==> src/core/adc_ctrl_pkg.sv <==
// register map, field layout, reset values and timing counts of the
// converter sequencing and window comparator block.
// assumes a 32-bit classic wishbone slave, one register per aligned word.
package adc_ctrl_pkg;

  // ==========================================================
  // register indices (byte address = index * 4)
  localparam logic [5:0] IDX_CONTROL  = 6'h00;
  localparam logic [5:0] IDX_WINMODE  = 6'h04;
  localparam logic [5:0] IDX_SAMPLE_LENGTH_EXTENSION  = 6'h05;
  localparam logic [5:0] IDX_INSEL    = 6'h06;
  localparam logic [5:0] IDX_COMMAND  = 6'h08;
  localparam logic [5:0] IDX_EVENT    = 6'h09;
  localparam logic [5:0] IDX_INTEN    = 6'h0a;
  localparam logic [5:0] IDX_FLAGS    = 6'h0b;
  localparam logic [5:0] IDX_DEBUG    = 6'h0c;
  localparam logic [5:0] IDX_RESULT   = 6'h10;
  localparam logic [5:0] IDX_WINLO    = 6'h12;
  localparam logic [5:0] IDX_WINHI    = 6'h14;

  // ==========================================================
  // field positions
  localparam int POS_ENABLE    = 0;
  localparam int POS_CONT      = 1;
  localparam int POS_ACCNUM    = 4;
  localparam int POS_START_CONVERSION_BIT    = 0;
  localparam int POS_EVSTART   = 0;
  localparam int POS_RUN_DURING_DEBUG_HALT    = 0;
  localparam int POS_RESULT_READY_FLAG    = 0;
  localparam int POS_WINDOW_MATCH_FLAG     = 1;

  // ==========================================================
  // reset values
  localparam logic [7:0]  RST_BYTE  = 8'h00;
  localparam logic [15:0] RST_WORD  = 16'h0000;
  localparam logic [4:0]  RST_MUX   = 5'h00;
  localparam logic [2:0]  RST_MODE  = 3'h0;

  // ==========================================================
  // window modes, codes above OUTSIDE are reserved
  localparam logic [2:0] WIN_NONE    = 3'h0;
  localparam logic [2:0] WIN_BELOW   = 3'h1;
  localparam logic [2:0] WIN_ABOVE   = 3'h2;
  localparam logic [2:0] WIN_INSIDE  = 3'h3;
  localparam logic [2:0] WIN_OUTSIDE = 3'h4;

  // ==========================================================
  // timing counts in peripheral clocks and converter clocks
  localparam logic [7:0] ADC_DIV      = 8'h04;
  localparam logic [5:0] SAMP_BASE    = 6'h02;
  localparam logic [5:0] CONV_TICKS   = 6'h0a;
  localparam logic [2:0] ACC_MAX_LOG  = 3'h6;
  localparam logic [15:0] ACC_CEILING = 16'hffc0;

  typedef enum logic [1:0] {
    ST_IDLE    = 2'b00,
    ST_SAMPLE  = 2'b01,
    ST_CONVERT = 2'b11
  } conv_state_t;

endpackage

==> src/core/adc_seq_window.sv <==
// control logic of a 10-bit successive-approximation converter: channel
// latch, sample length, start sources, accumulation, window compare, flags.
// assumes a classic wishbone master on 32-bit data, a 10-bit sample word
// valid at the end of each conversion phase, and an event pulse input.
//
// Our own choice: the Wishbone slave port.
`timescale 1ns/10ps
`default_nettype none

// Operation
// - window mode selects none, below, above, strictly inside or outside; others reserved
// - the window compares the full 16-bit accumulated result
// - sampling lasts two converter clocks plus the programmed extension
// - extra sampling clocks push the end of conversion later
// - input select routes pins 0-3, 6, 7, reference, sensor or ground
// - a new input select takes effect only after the running conversion
// - writing one to start launches one conversion, or the first when continuous
// - start bit reads one while busy and clears itself on completion
// - with event start enabled an event starts a conversion like software
// - enable bit 1 gates window interrupt, bit 0 gates result interrupt
// - at conversion end the window flag is set only on a match
// - window flag clears by writing one or reading the result; zero ignored
// - result ready flag sets whenever a new result is available
// - result ready flag clears by writing one or reading the result
// - without debug run the converter halts and ignores events in debug break
// - with debug run the converter keeps working during debug break
// - continuous mode starts the next conversion as the previous completes
// - thresholds apply once to the accumulated total, not each sample
// - the sample count saturates at 64, so the total is never above 0xffc0
module adc_seq_window
  import adc_ctrl_pkg::*;
(
  input  wire logic        clk,
  input  wire logic        srst,
  input  wire logic        ce,
  input  wire logic        wb_cyc_i,
  input  wire logic        wb_stb_i,
  input  wire logic        wb_we_i,
  input  wire logic [7:0]  wb_adr_i,
  input  wire logic [3:0]  wb_sel_i,
  input  wire logic [31:0] wb_dat_i,
  output logic      [31:0] wb_dat_o,
  output logic             wb_ack_o,
  input  wire logic [9:0]  sampleData,
  input  wire logic        eventIn,
  input  wire logic        debugHalt,
  output logic      [4:0]  channelSel,
  output logic             samplingActive,
  output logic             conversionDone,
  output logic             irq
);

  // ==========================================================
  // state
  typedef struct packed {
    conv_state_t st;
    logic [7:0]  divCnt;
    logic [5:0]  phaseCnt;
    logic [6:0]  smpCnt;
    logic [15:0] acc;
    logic [15:0] result;
    logic        enable;
    logic        contMode;
    logic [2:0]  accNum;
    logic [2:0]  winMode;
    logic [4:0]  sample_length_extension;
    logic [4:0]  muxSel;
    logic [4:0]  chanSel;
    logic        evStartEn;
    logic [1:0]  intEn;
    logic [1:0]  flags;
    logic        run_during_debug_halt;
    logic [15:0] winLo;
    logic [15:0] winHi;
    logic        ack;
    logic [31:0] rdat;
    logic        irq;
    logic        sampling;
    logic        done;
  } state_t;

  localparam state_t RESET_STATE = '{
    st: ST_IDLE, divCnt: RST_BYTE, phaseCnt: 6'h00, smpCnt: 7'h00,
    acc: RST_WORD, result: RST_WORD, enable: 1'b0, contMode: 1'b0,
    accNum: RST_MODE, winMode: RST_MODE, sample_length_extension: RST_MUX, muxSel: RST_MUX,
    chanSel: RST_MUX, evStartEn: 1'b0, intEn: 2'h0, flags: 2'h0,
    run_during_debug_halt: 1'b0, winLo: RST_WORD, winHi: RST_WORD, ack: 1'b0,
    rdat: 32'h0000_0000, irq: 1'b0, sampling: 1'b0, done: 1'b0};

  state_t q;
  state_t d;

  // ==========================================================
  // window compare on the 16-bit total
  function automatic logic win_hit(input logic [2:0]  mode,
                                   input logic [15:0] res,
                                   input logic [15:0] lo,
                                   input logic [15:0] hi);
    case (mode)
      WIN_BELOW:   win_hit = res < lo;
      WIN_ABOVE:   win_hit = res > hi;
      WIN_INSIDE:  win_hit = (res > lo) && (res < hi);
      WIN_OUTSIDE: win_hit = (res < lo) || (res > hi);
      default:     win_hit = 1'b0;
    endcase
  endfunction

  logic        halted;
  logic        access;
  logic        wrAcc;
  logic        rdAcc;
  logic [5:0]  idx;
  logic        busy;
  logic        swStart;
  logic        evStart;
  logic        tick;
  logic [5:0]  sampEnd;
  logic [15:0] total;
  logic [6:0]  needed;
  logic [2:0]  accLog;
  logic        lastSmp;
  logic        hit;
  logic [1:0]  setFlags;

  always_comb begin
    halted  = debugHalt & ~q.run_during_debug_halt;
    access  = wb_cyc_i & wb_stb_i & ~q.ack;
    wrAcc   = access & wb_we_i;
    rdAcc   = access & ~wb_we_i;
    idx     = wb_adr_i[7:2];
    busy    = q.st != ST_IDLE;
    tick    = q.divCnt == (ADC_DIV - 8'h01);
    sampEnd = {1'b0, q.sample_length_extension} + SAMP_BASE - 6'h01;
    total   = q.acc + {6'h00, sampleData};
    accLog  = (q.accNum > ACC_MAX_LOG) ? ACC_MAX_LOG : q.accNum;
    needed  = 7'h01 << accLog;
    lastSmp = q.smpCnt == (needed - 7'h01);
    hit     = win_hit(q.winMode, total, q.winLo, q.winHi);
    swStart = wrAcc & (idx == IDX_COMMAND) & wb_sel_i[0]
              & wb_dat_i[POS_START_CONVERSION_BIT];
    evStart = eventIn & q.evStartEn;
    setFlags = 2'h0;

    d       = q;
    d.ack   = access;
    d.done  = 1'b0;
    d.rdat  = 32'h0000_0000;

    // ========================================================
    // register writes
    if (wrAcc && wb_sel_i[0]) begin
      case (idx)
        IDX_CONTROL: begin
          d.enable   = wb_dat_i[POS_ENABLE];
          d.contMode = wb_dat_i[POS_CONT];
          d.accNum   = wb_dat_i[POS_ACCNUM +: 3];
        end
        IDX_WINMODE: d.winMode   = wb_dat_i[2:0];
        IDX_SAMPLE_LENGTH_EXTENSION: d.sample_length_extension   = wb_dat_i[4:0];
        IDX_INSEL:   d.muxSel    = wb_dat_i[4:0];
        IDX_EVENT:   d.evStartEn = wb_dat_i[POS_EVSTART];
        IDX_INTEN:   d.intEn     = wb_dat_i[1:0];
        IDX_FLAGS:   d.flags     = q.flags & ~wb_dat_i[1:0];
        IDX_DEBUG:   d.run_during_debug_halt    = wb_dat_i[POS_RUN_DURING_DEBUG_HALT];
        IDX_WINLO:   d.winLo[7:0] = wb_dat_i[7:0];
        IDX_WINHI:   d.winHi[7:0] = wb_dat_i[7:0];
        default: begin
        end
      endcase
    end
    if (wrAcc && wb_sel_i[1]) begin
      if (idx == IDX_WINLO) begin
        d.winLo[15:8] = wb_dat_i[15:8];
      end
      if (idx == IDX_WINHI) begin
        d.winHi[15:8] = wb_dat_i[15:8];
      end
    end

    // ========================================================
    // register reads; reading the result drops both flags
    if (rdAcc) begin
      case (idx)
        IDX_CONTROL: d.rdat = {25'h0, q.accNum, 2'h0, q.contMode, q.enable};
        IDX_WINMODE: d.rdat = {29'h0, q.winMode};
        IDX_SAMPLE_LENGTH_EXTENSION: d.rdat = {27'h0, q.sample_length_extension};
        IDX_INSEL:   d.rdat = {27'h0, q.muxSel};
        IDX_COMMAND: d.rdat = {31'h0, busy};
        IDX_EVENT:   d.rdat = {31'h0, q.evStartEn};
        IDX_INTEN:   d.rdat = {30'h0, q.intEn};
        IDX_FLAGS:   d.rdat = {30'h0, q.flags};
        IDX_DEBUG:   d.rdat = {31'h0, q.run_during_debug_halt};
        IDX_RESULT: begin
          d.rdat  = {16'h0, q.result};
          d.flags = 2'h0;
        end
        IDX_WINLO:   d.rdat = {16'h0, q.winLo};
        IDX_WINHI:   d.rdat = {16'h0, q.winHi};
        default:     d.rdat = 32'h0000_0000;
      endcase
    end

    // ========================================================
    // conversion sequencer, frozen while halted in debug break
    if (!halted) begin
      if (busy) begin
        d.divCnt = tick ? 8'h00 : q.divCnt + 8'h01;
      end
      case (q.st)
        ST_IDLE: begin
          // channel latched here so later select writes wait
          if (q.enable && (swStart || evStart)) begin
            d.st       = ST_SAMPLE;
            d.chanSel  = d.muxSel;
            d.acc      = RST_WORD;
            d.smpCnt   = 7'h00;
            d.phaseCnt = 6'h00;
            d.divCnt   = 8'h00;
          end
        end
        ST_SAMPLE: begin
          if (tick) begin
            if (q.phaseCnt >= sampEnd) begin
              d.phaseCnt = 6'h00;
              d.st       = ST_CONVERT;
            end else begin
              d.phaseCnt = q.phaseCnt + 6'h01;
            end
          end
        end
        ST_CONVERT: begin
          if (tick && q.phaseCnt == (CONV_TICKS - 6'h01)) begin
            d.phaseCnt = 6'h00;
            d.smpCnt   = q.smpCnt + 7'h01;
            if (lastSmp) begin
              d.result      = total;
              d.done        = 1'b1;
              setFlags[POS_RESULT_READY_FLAG] = 1'b1;
              setFlags[POS_WINDOW_MATCH_FLAG]  = hit;
              d.acc         = RST_WORD;
              d.smpCnt      = 7'h00;
              if (q.contMode) begin
                d.st      = ST_SAMPLE;
                d.chanSel = d.muxSel;
              end else begin
                d.st = ST_IDLE;
              end
            end else begin
              d.acc = total;
              d.st  = ST_SAMPLE;
            end
          end else if (tick) begin
            d.phaseCnt = q.phaseCnt + 6'h01;
          end
        end
        default: d.st = ST_IDLE;
      endcase
    end

    // set wins over a clear in the same cycle
    d.flags    = d.flags | setFlags;
    d.sampling = d.st == ST_SAMPLE;
    d.irq      = |(d.flags & d.intEn);
  end

  always_ff @(posedge clk) begin
    if (srst) begin
      q <= RESET_STATE;
    end else if (ce) begin
      q <= d;
    end
  end

  assign wb_dat_o       = q.rdat;
  assign wb_ack_o       = q.ack;
  assign channelSel     = q.chanSel;
  assign samplingActive = q.sampling;
  assign conversionDone = q.done;
  assign irq            = q.irq;
endmodule

`default_nettype wire

==> config.mk <==
export PLATFORM = sky130hd
export DESIGN_NAME = adc_seq_window
export DESIGN_NICKNAME = d
export VERILOG_FILES = /design/src/core/adc_ctrl_pkg.sv /design/src/core/adc_seq_window.sv
export SDC_FILE = /design/constraint.sdc
export NUM_CORES = 1
export LEC_CHECK = 0
export ABC_AREA = 0
export BUFFER_PORTS_ARGS = -buffer_cell sky130_fd_sc_hd__buf_2
export CORE_MARGIN = 2
export CORE_UTILIZATION = 40
export DETAILED_ROUTE_END_ITERATION = 10
export PLACE_DENSITY = 0.69
export SKIP_CTS_REPAIR_TIMING = 1
export SYNTH_ARGS = -nofsm -noshare
export SYNTH_HDL_FRONTEND = slang
export SYNTH_SLANG_ARGS = --single-unit
==> constraint.sdc <==
create_clock -name clk -period 5.95 [get_ports clk]
set_clock_uncertainty 0.2 [all_clocks]
set_input_delay 0.2975 -clock clk [delete_from_list [all_inputs] [get_ports clk]]
set_output_delay 0.2975 -clock clk [all_outputs]
set_load 0.02 [all_outputs]
# After elaboration in Yosys (flattened, before gate mapping)
# Cells that the tools add are included.
[totals] inputBits=62 regBits=152 wordCells=158 output_inout_bits=41
[classes] n_lt_le_gt_ge=6 reduce_logical=27 addsub=7 mux=47 bitwise=17 n_eq_ne=27 shifts=1
[op_table] cell="16-bit case mux with 12 select lines" count=1
[op_table] cell="39-bit 2-to-1 mux" count=2
[op_table] cell="16-bit 2-to-1 mux" count=4
[op_table] cell="55-bit 2-to-1 mux" count=1
[op_table] cell="23-bit case mux with 2 select lines" count=1
[op_table] cell="6-bit by 4-bit equality test with 1-bit output (second input constant)" count=6
[op_table] cell="5-bit 2-to-1 mux" count=7
[op_table] cell="16-bit greater-than comparator" count=2
[op_table] cell="16-bit less-than comparator" count=2
[op_table] cell="3-bit AND reduction" count=9
[op_table] cell="6-bit 2-to-1 mux" count=4
[op_table] cell="8-bit 2-to-1 mux" count=3
[op_table] cell="2-bit 2-to-1 mux" count=11
[op_table] cell="6-bit by 3-bit equality test with 1-bit output (second input constant)" count=3
[op_table] cell="6-bit by 5-bit equality test with 1-bit output (second input constant)" count=3
[op_table] cell="6-bit case mux with 3 select lines" count=1
[op_table] cell="16-bit by 10-bit adder with 16-bit output" count=1
[op_table] cell="2-bit != test (second input constant)" count=5
[op_table] cell="5-bit case mux with 2 select lines" count=1
[op_table] cell="5-bit AND reduction" count=2
[op_table] cell="1-bit AND" count=9
[op_table] cell="8-bit by 1-bit adder with 8-bit output (second input constant)" count=1
[op_table] cell="8-bit by 2-bit equality test with 1-bit output (second input constant)" count=1
[op_table] cell="7-bit by 1-bit adder with 7-bit output (second input constant)" count=1
[op_table] cell="other kinds (33)" count=51

# Longest topological paths before layout
[logic_depth] depth_word=12 depth_mapped=17 ltp_nobuf=17

# Worst setup path after synthesis
# No wires, ideal clock.
[synth_timing] kind="input to register" from="input port sampleData[0]" to="register q (netlist bit irq)" path_buffers=0 setup_time_ps=115 cell_stages=17 slack_ps=1634 arrival_time_ps=4001 t_required_ps=5635 path_cell_list="ha_1 fa_1 a21o_1 a21boi_0 o21ai_0 a41oi_1 nor2_1 xor2_1 ha_1 nand4_1 nor2_1 a221o_1 a211o_1 a21bo_2 a2111oi_0 o21ai_0 a21bo_2"
[synth_via] elab_chain_len=11 elab_cells_between_ends=15 cone_classes="add/sub (1); order compare (4); mux (5); bitwise (2); reduce/logical (3)"
[synth_rtl] element="start, declared" line_no="adc_seq_window.sv:44" rtl="input wire logic [9:0] sampleData,"
[synth_rtl] element="16-bit by 10-bit adder with 16-bit output *" line_no="adc_seq_window.sv:134" rtl="total = q.acc + {6'h00, sampleData};"
[synth_rtl] element="via total[14]" line_no="adc_seq_window.sv:118" rtl="logic [15:0] total;"
[synth_rtl] element="16-bit less-than comparator, or another cell as far along" line_no="adc_seq_window.sv:100, adc_seq_window.sv:103"
[synth_rtl] element="1-bit logical OR / 1-bit logical AND (equally long branches)" line_no="adc_seq_window.sv:103, adc_seq_window.sv:102"
[synth_rtl] element="1-bit case mux with 4 select lines *" line_no="adc_seq_window.sv:99" rtl="case (mode)"
[synth_rtl] element="2-bit 2-to-1 mux *" line_no="adc_seq_window.sv:235" rtl="if (lastSmp) begin"
[synth_rtl] element="2-bit 2-to-1 mux *" line_no="adc_seq_window.sv:232" rtl="if (tick && q.phaseCnt == (CONV_TICKS - 6'h01)) begin"
[synth_rtl] element="2-bit 2-to-1 mux *" line_no="adc_seq_window.sv:209" rtl="case (q.st)"
[synth_rtl] element="2-bit 2-to-1 mux *" line_no="adc_seq_window.sv:205" rtl="if (!halted) begin"
[synth_rtl] element="2-bit bitwise OR *" line_no="adc_seq_window.sv:261" rtl="d.flags = d.flags | setFlags;"
[synth_rtl] element="2-bit AND *" line_no="adc_seq_window.sv:263" rtl="d.irq = |(d.flags & d.intEn);"
[synth_rtl] element="2-bit OR reduction *" line_no="adc_seq_window.sv:263"
[synth_rtl] element="end signal, assigned" line_no="adc_seq_window.sv:268" rtl="q <= RESET_STATE;"
[synth_rtl] element="end signal, assigned" line_no="adc_seq_window.sv:270" rtl="q <= d;"
[synth_rtl] element="end, declared" line_no="adc_seq_window.sv:90" rtl="state_t q;"
# The timed path passes the listed nets; every way through them passes the cells marked *.
# A chain may end at the register's enable or synchronous reset.

# Final worst setup path
[layout_timing] from="register q[113] (netlist bit)" to="register q (netlist bit irq)"
[layout_via] elab_chain_len=11 elab_cells_between_ends=15 cone_classes="add/sub (1); order compare (4); mux (5); bitwise (2); reduce/logical (3)"
[layout_rtl] element="16-bit by 10-bit adder with 16-bit output *" line_no="adc_seq_window.sv:134"
[layout_rtl] element="via total[14]" line_no="adc_seq_window.sv:118"
[layout_rtl] element="16-bit less-than comparator, or another cell as far along" line_no="adc_seq_window.sv:100, adc_seq_window.sv:103"
[layout_rtl] element="1-bit logical OR / 1-bit logical AND (equally long branches)" line_no="adc_seq_window.sv:103, adc_seq_window.sv:102"
[layout_rtl] element="1-bit case mux with 4 select lines *" line_no="adc_seq_window.sv:99"
[layout_rtl] element="2-bit 2-to-1 mux *" line_no="adc_seq_window.sv:235"
[layout_rtl] element="2-bit 2-to-1 mux *" line_no="adc_seq_window.sv:232"
[layout_rtl] element="2-bit 2-to-1 mux *" line_no="adc_seq_window.sv:209"
[layout_rtl] element="2-bit 2-to-1 mux *" line_no="adc_seq_window.sv:205"
[layout_rtl] element="2-bit bitwise OR *" line_no="adc_seq_window.sv:261"
[layout_rtl] element="2-bit AND *" line_no="adc_seq_window.sv:263"
[layout_rtl] element="2-bit OR reduction *" line_no="adc_seq_window.sv:263"
# Marks and branches as above.

==> results.json <==
{
  "h-tree-depth": 4,
  "fin_nets": 1124,
  "yosysWarnings": 0,
  "top_layer": "met4",
  "grt_usage_pct": 19.9,
  "grt_max_degree": 109,
  "power_density_mw_per_mm2": 235,
  "gp_congestion": 0.931,
  "antenna_found_initial": 0,
  "postPlaceCellArea_mm2": 0.00820,
  "finalMaxSlewViolations": 0,
  "avgSynthCellArea_um2": 8.13,
  "layout_commonest_cell": "nor2_1",
  "ys_ff_latch": 136,
  "row_count": 51,
  "worstPathMaxFanout": 4,
  "outcome": "finished, violations left",
  "crit_slowest_cell": "a2111oi_0",
  "cts_buffer_depth": 2,
  "ys_async_sr_fraction_pct": 0,
  "synthFlopType": "dfxtp_1",
  "synth-compound-area-share_pct": 17.9,
  "power_leakage_nw": 3.37,
  "clock_sinks": 136,
  "maxSlewHeadroom_pct": 23.5,
  "synth_edf_count": 0,
  "cpPeakStageDelay_ns": 0.68,
  "min_period_over_period_pct": 89.5,
  "cp-end-kind": "flip-flop",
  "dr.pass1.iters": 7,
  "arrival_ns": 5.45,
  "ant_nets": 0,
  "path_class": "flip-flop to flip-flop",
  "synth_fa_ha_area_share_pct": 8.66,
  "diodes": 0,
  "hold_depth": 3,
  "worstSetupStartpointType": "flip-flop",
  "clkLatencyLatePin_ns": 0.43,
  "period_minus_slack_ns": 5.33,
  "synthMuxAreaShare_pct": 7.36,
  "synth-simple-area-share_pct": 20.8,
  "required_ns": 6.07,
  "core_mm2": 0.0194,
  "vias": 6936,
  "drive_gt1_share_pct": 12.1,
  "whs_ns": -0.00755,
  "syn_inst": 970,
  "dr_wl_met2_um": 9600,
  "clkSlewWorstSetupHoldPaths_ns": 0.06,
  "post_drt_wl_per_cell_um": 15.8,
  "synth_area_mm2": 0.00789,
  "grt_overflow": 0,
  "grt_pass1_vias": 6269,
  "remaining_drc_errors": 0,
  "tightest_slew_ns": 1.15,
  "finalSetupViolCount": 0,
  "viasPerCell": 5.39,
  "dpl.hpwl_um": 14500,
  "rsz0062_at_grt": "no",
  "wl_met3_um": 958,
  "synth_top_family_by_area": "simple AND/OR/NAND/NOR gates",
  "root_buffer": "clkbuf_16",
  "grt_pass1_wl_um": 32400,
  "peakVddDrop_mv": 0.151,
  "drt_iter0_drc": 475,
  "yosysSeqAreaShare_pct": 34.5,
  "path_cells": "ha_1 -> fa_1 -> a21o_1 -> a21boi_0 -> o21ai_0 -> a41oi_1 -> nor2_1 -> xor2_1 -> ha_1 -> nand4_1 -> nor2_1 -> a221o_1 -> a211o_1 -> a21bo_2 -> a2111oi_0 -> o21ai_0 -> a21bo_2",
  "final_area_mm2": 0.00891,
  "die_w_um": 144,
  "die_area_mm2": 0.0209,
  "max_clock_freq_mhz": 188,
  "max_cap_viol_count": 0,
  "setup_tns_ns": 0,
  "cts_buffers": 17,
  "design.portCount": 103,
  "final_cell_mix": "nor2_1, dfxtp_1, nand2_1",
  "start_util_pct": 40.7,
  "met1_length_um": 9280,
  "cts_tree": "done",
  "yosysUniqueCellTypes": 69,
  "hold_path.class": "primary input to flip-flop",
  "portBuffers": 66,
  "synth_xor_area_share_pct": 2.89,
  "die_h_um": 144,
  "worstRegToRegCells": 17,
  "hold_violations": 2,
  "violations": "hold timing",
  "drt_wl_total_um": 20300,
  "syn_to_final_growth_pct": 13.0
}
-- cell usage after synthesis, types with 6 or more instances --
cell type / count / area share [%]
buf_4: 37 / 3.5
mux2i_1: 58 / 7.4
a31oi_1: 7 / 0.56
or3_1: 6 / 0.48
a22oi_1: 27 / 2.6
nor2_1: 147 / 7.0
clkbuf_1: 37 / 1.8
inv_1: 46 / 2.2
a21o_1: 10 / 0.95
xnor2_1: 14 / 1.6
nand2_1: 92 / 4.4
ha_1: 53 / 8.4
o21ai_0: 25 / 1.6
nand3_1: 33 / 2.1
nand4_1: 11 / 0.87
and3_1: 10 / 0.79
nor3_1: 16 / 1.0
dfxtp_1: 136 / 35
a211oi_1: 7 / 0.67
xor2_1: 12 / 1.3
a221oi_1: 8 / 0.89
a21oi_1: 84 / 5.3
-- sequential cells by signal, summed over array words and instances, names as in the netlist --
| register | count |
|---|---|
| q | 111 |
| conversionDone | 1 |
| irq | 1 |
| wb_ack_o | 1 |
| samplingActive | 1 |
| channelSel | 5 |
| wb_dat_o | 16 |
-- path summary, 6_finish.rpt --
check / startpoint / end / slack [ns]
hold / removal: wb_dat_i[3] / q[82] / -0.008
setup reg to reg: q[113] / irq / 0.62
hold reg to reg: q[102] / q[102] / 0.25
setup / recovery: q[113] / irq / 0.62
-- power breakdown --
| part | internal (W) | switching (W) | leakage, nW |
|---|---|---|---|
| Clock | 0.000625 | 0.000434 | 0.293 |
| Sequential | 0.000912 | 0.00000112 | 1.10 |
| Combinational | 0.0000391 | 0.0000817 | 1.98 |
-- final cells by class --
cell class | instances | area [µm²]
tap | 265 | 332
inverter | 46 | 173
multi-input combinational | 725 | 4610
clock inverter | 15 | 166
sequential | 136 | 2720
fill | 1929 | 10500
timing repair buffer | 82 | 483
clock buffer | 17 | 425
-- routing by layer --
layer | GRT usage [%] | vias to the layer above
li1 | - | 3453
met1 | 26.2 | 3260
met2 | 32.5 | 191
met5 | 0 | -
met4 | 7.77 | 0
met3 | 3.18 | 32
-- critical path, delay by kind of cell, from the launching register on --
| kind | cells | cell delay (ns) |
|---|---|---|
| DFF | 1 | 0.31 |
| adders and majority gates | 3 | 0.95 |
| xor gates and xnor gates | 1 | 0.34 |
| and+or+nand+nor | 3 | 0.33 |
| AOI/OAI and AO/OA | 10 | 3.10 |
-- cell families (layout without fill, tap and decap cells) --
group,Yosys count,count (layout)
simple gates,357,357
compound gates,214,214
fa+ha+maj,54,54
buf+inv,124,160
xor+xnor,26,26
flops,136,136
other cells,1,16
mux,58,58
-- stage by stage --
step	power (W)	util (%)	std cells	hold slack, ns	worst slack (ns)
finish	0.00209	45.9	1286	-0.00755	0.623
global route	0.00216	45.9	1286	0.0144	0.353
CTS	0.00211	45.3	1274	-0.102	0.670
detailed placement	0.00105	42.3	1242	0.244	0.590
global placement	0.00105	42.3	1242	0.240	0.778
floorplan	0.00101	-	985	0.231	1.63
(Power assumes the default switching activity.)
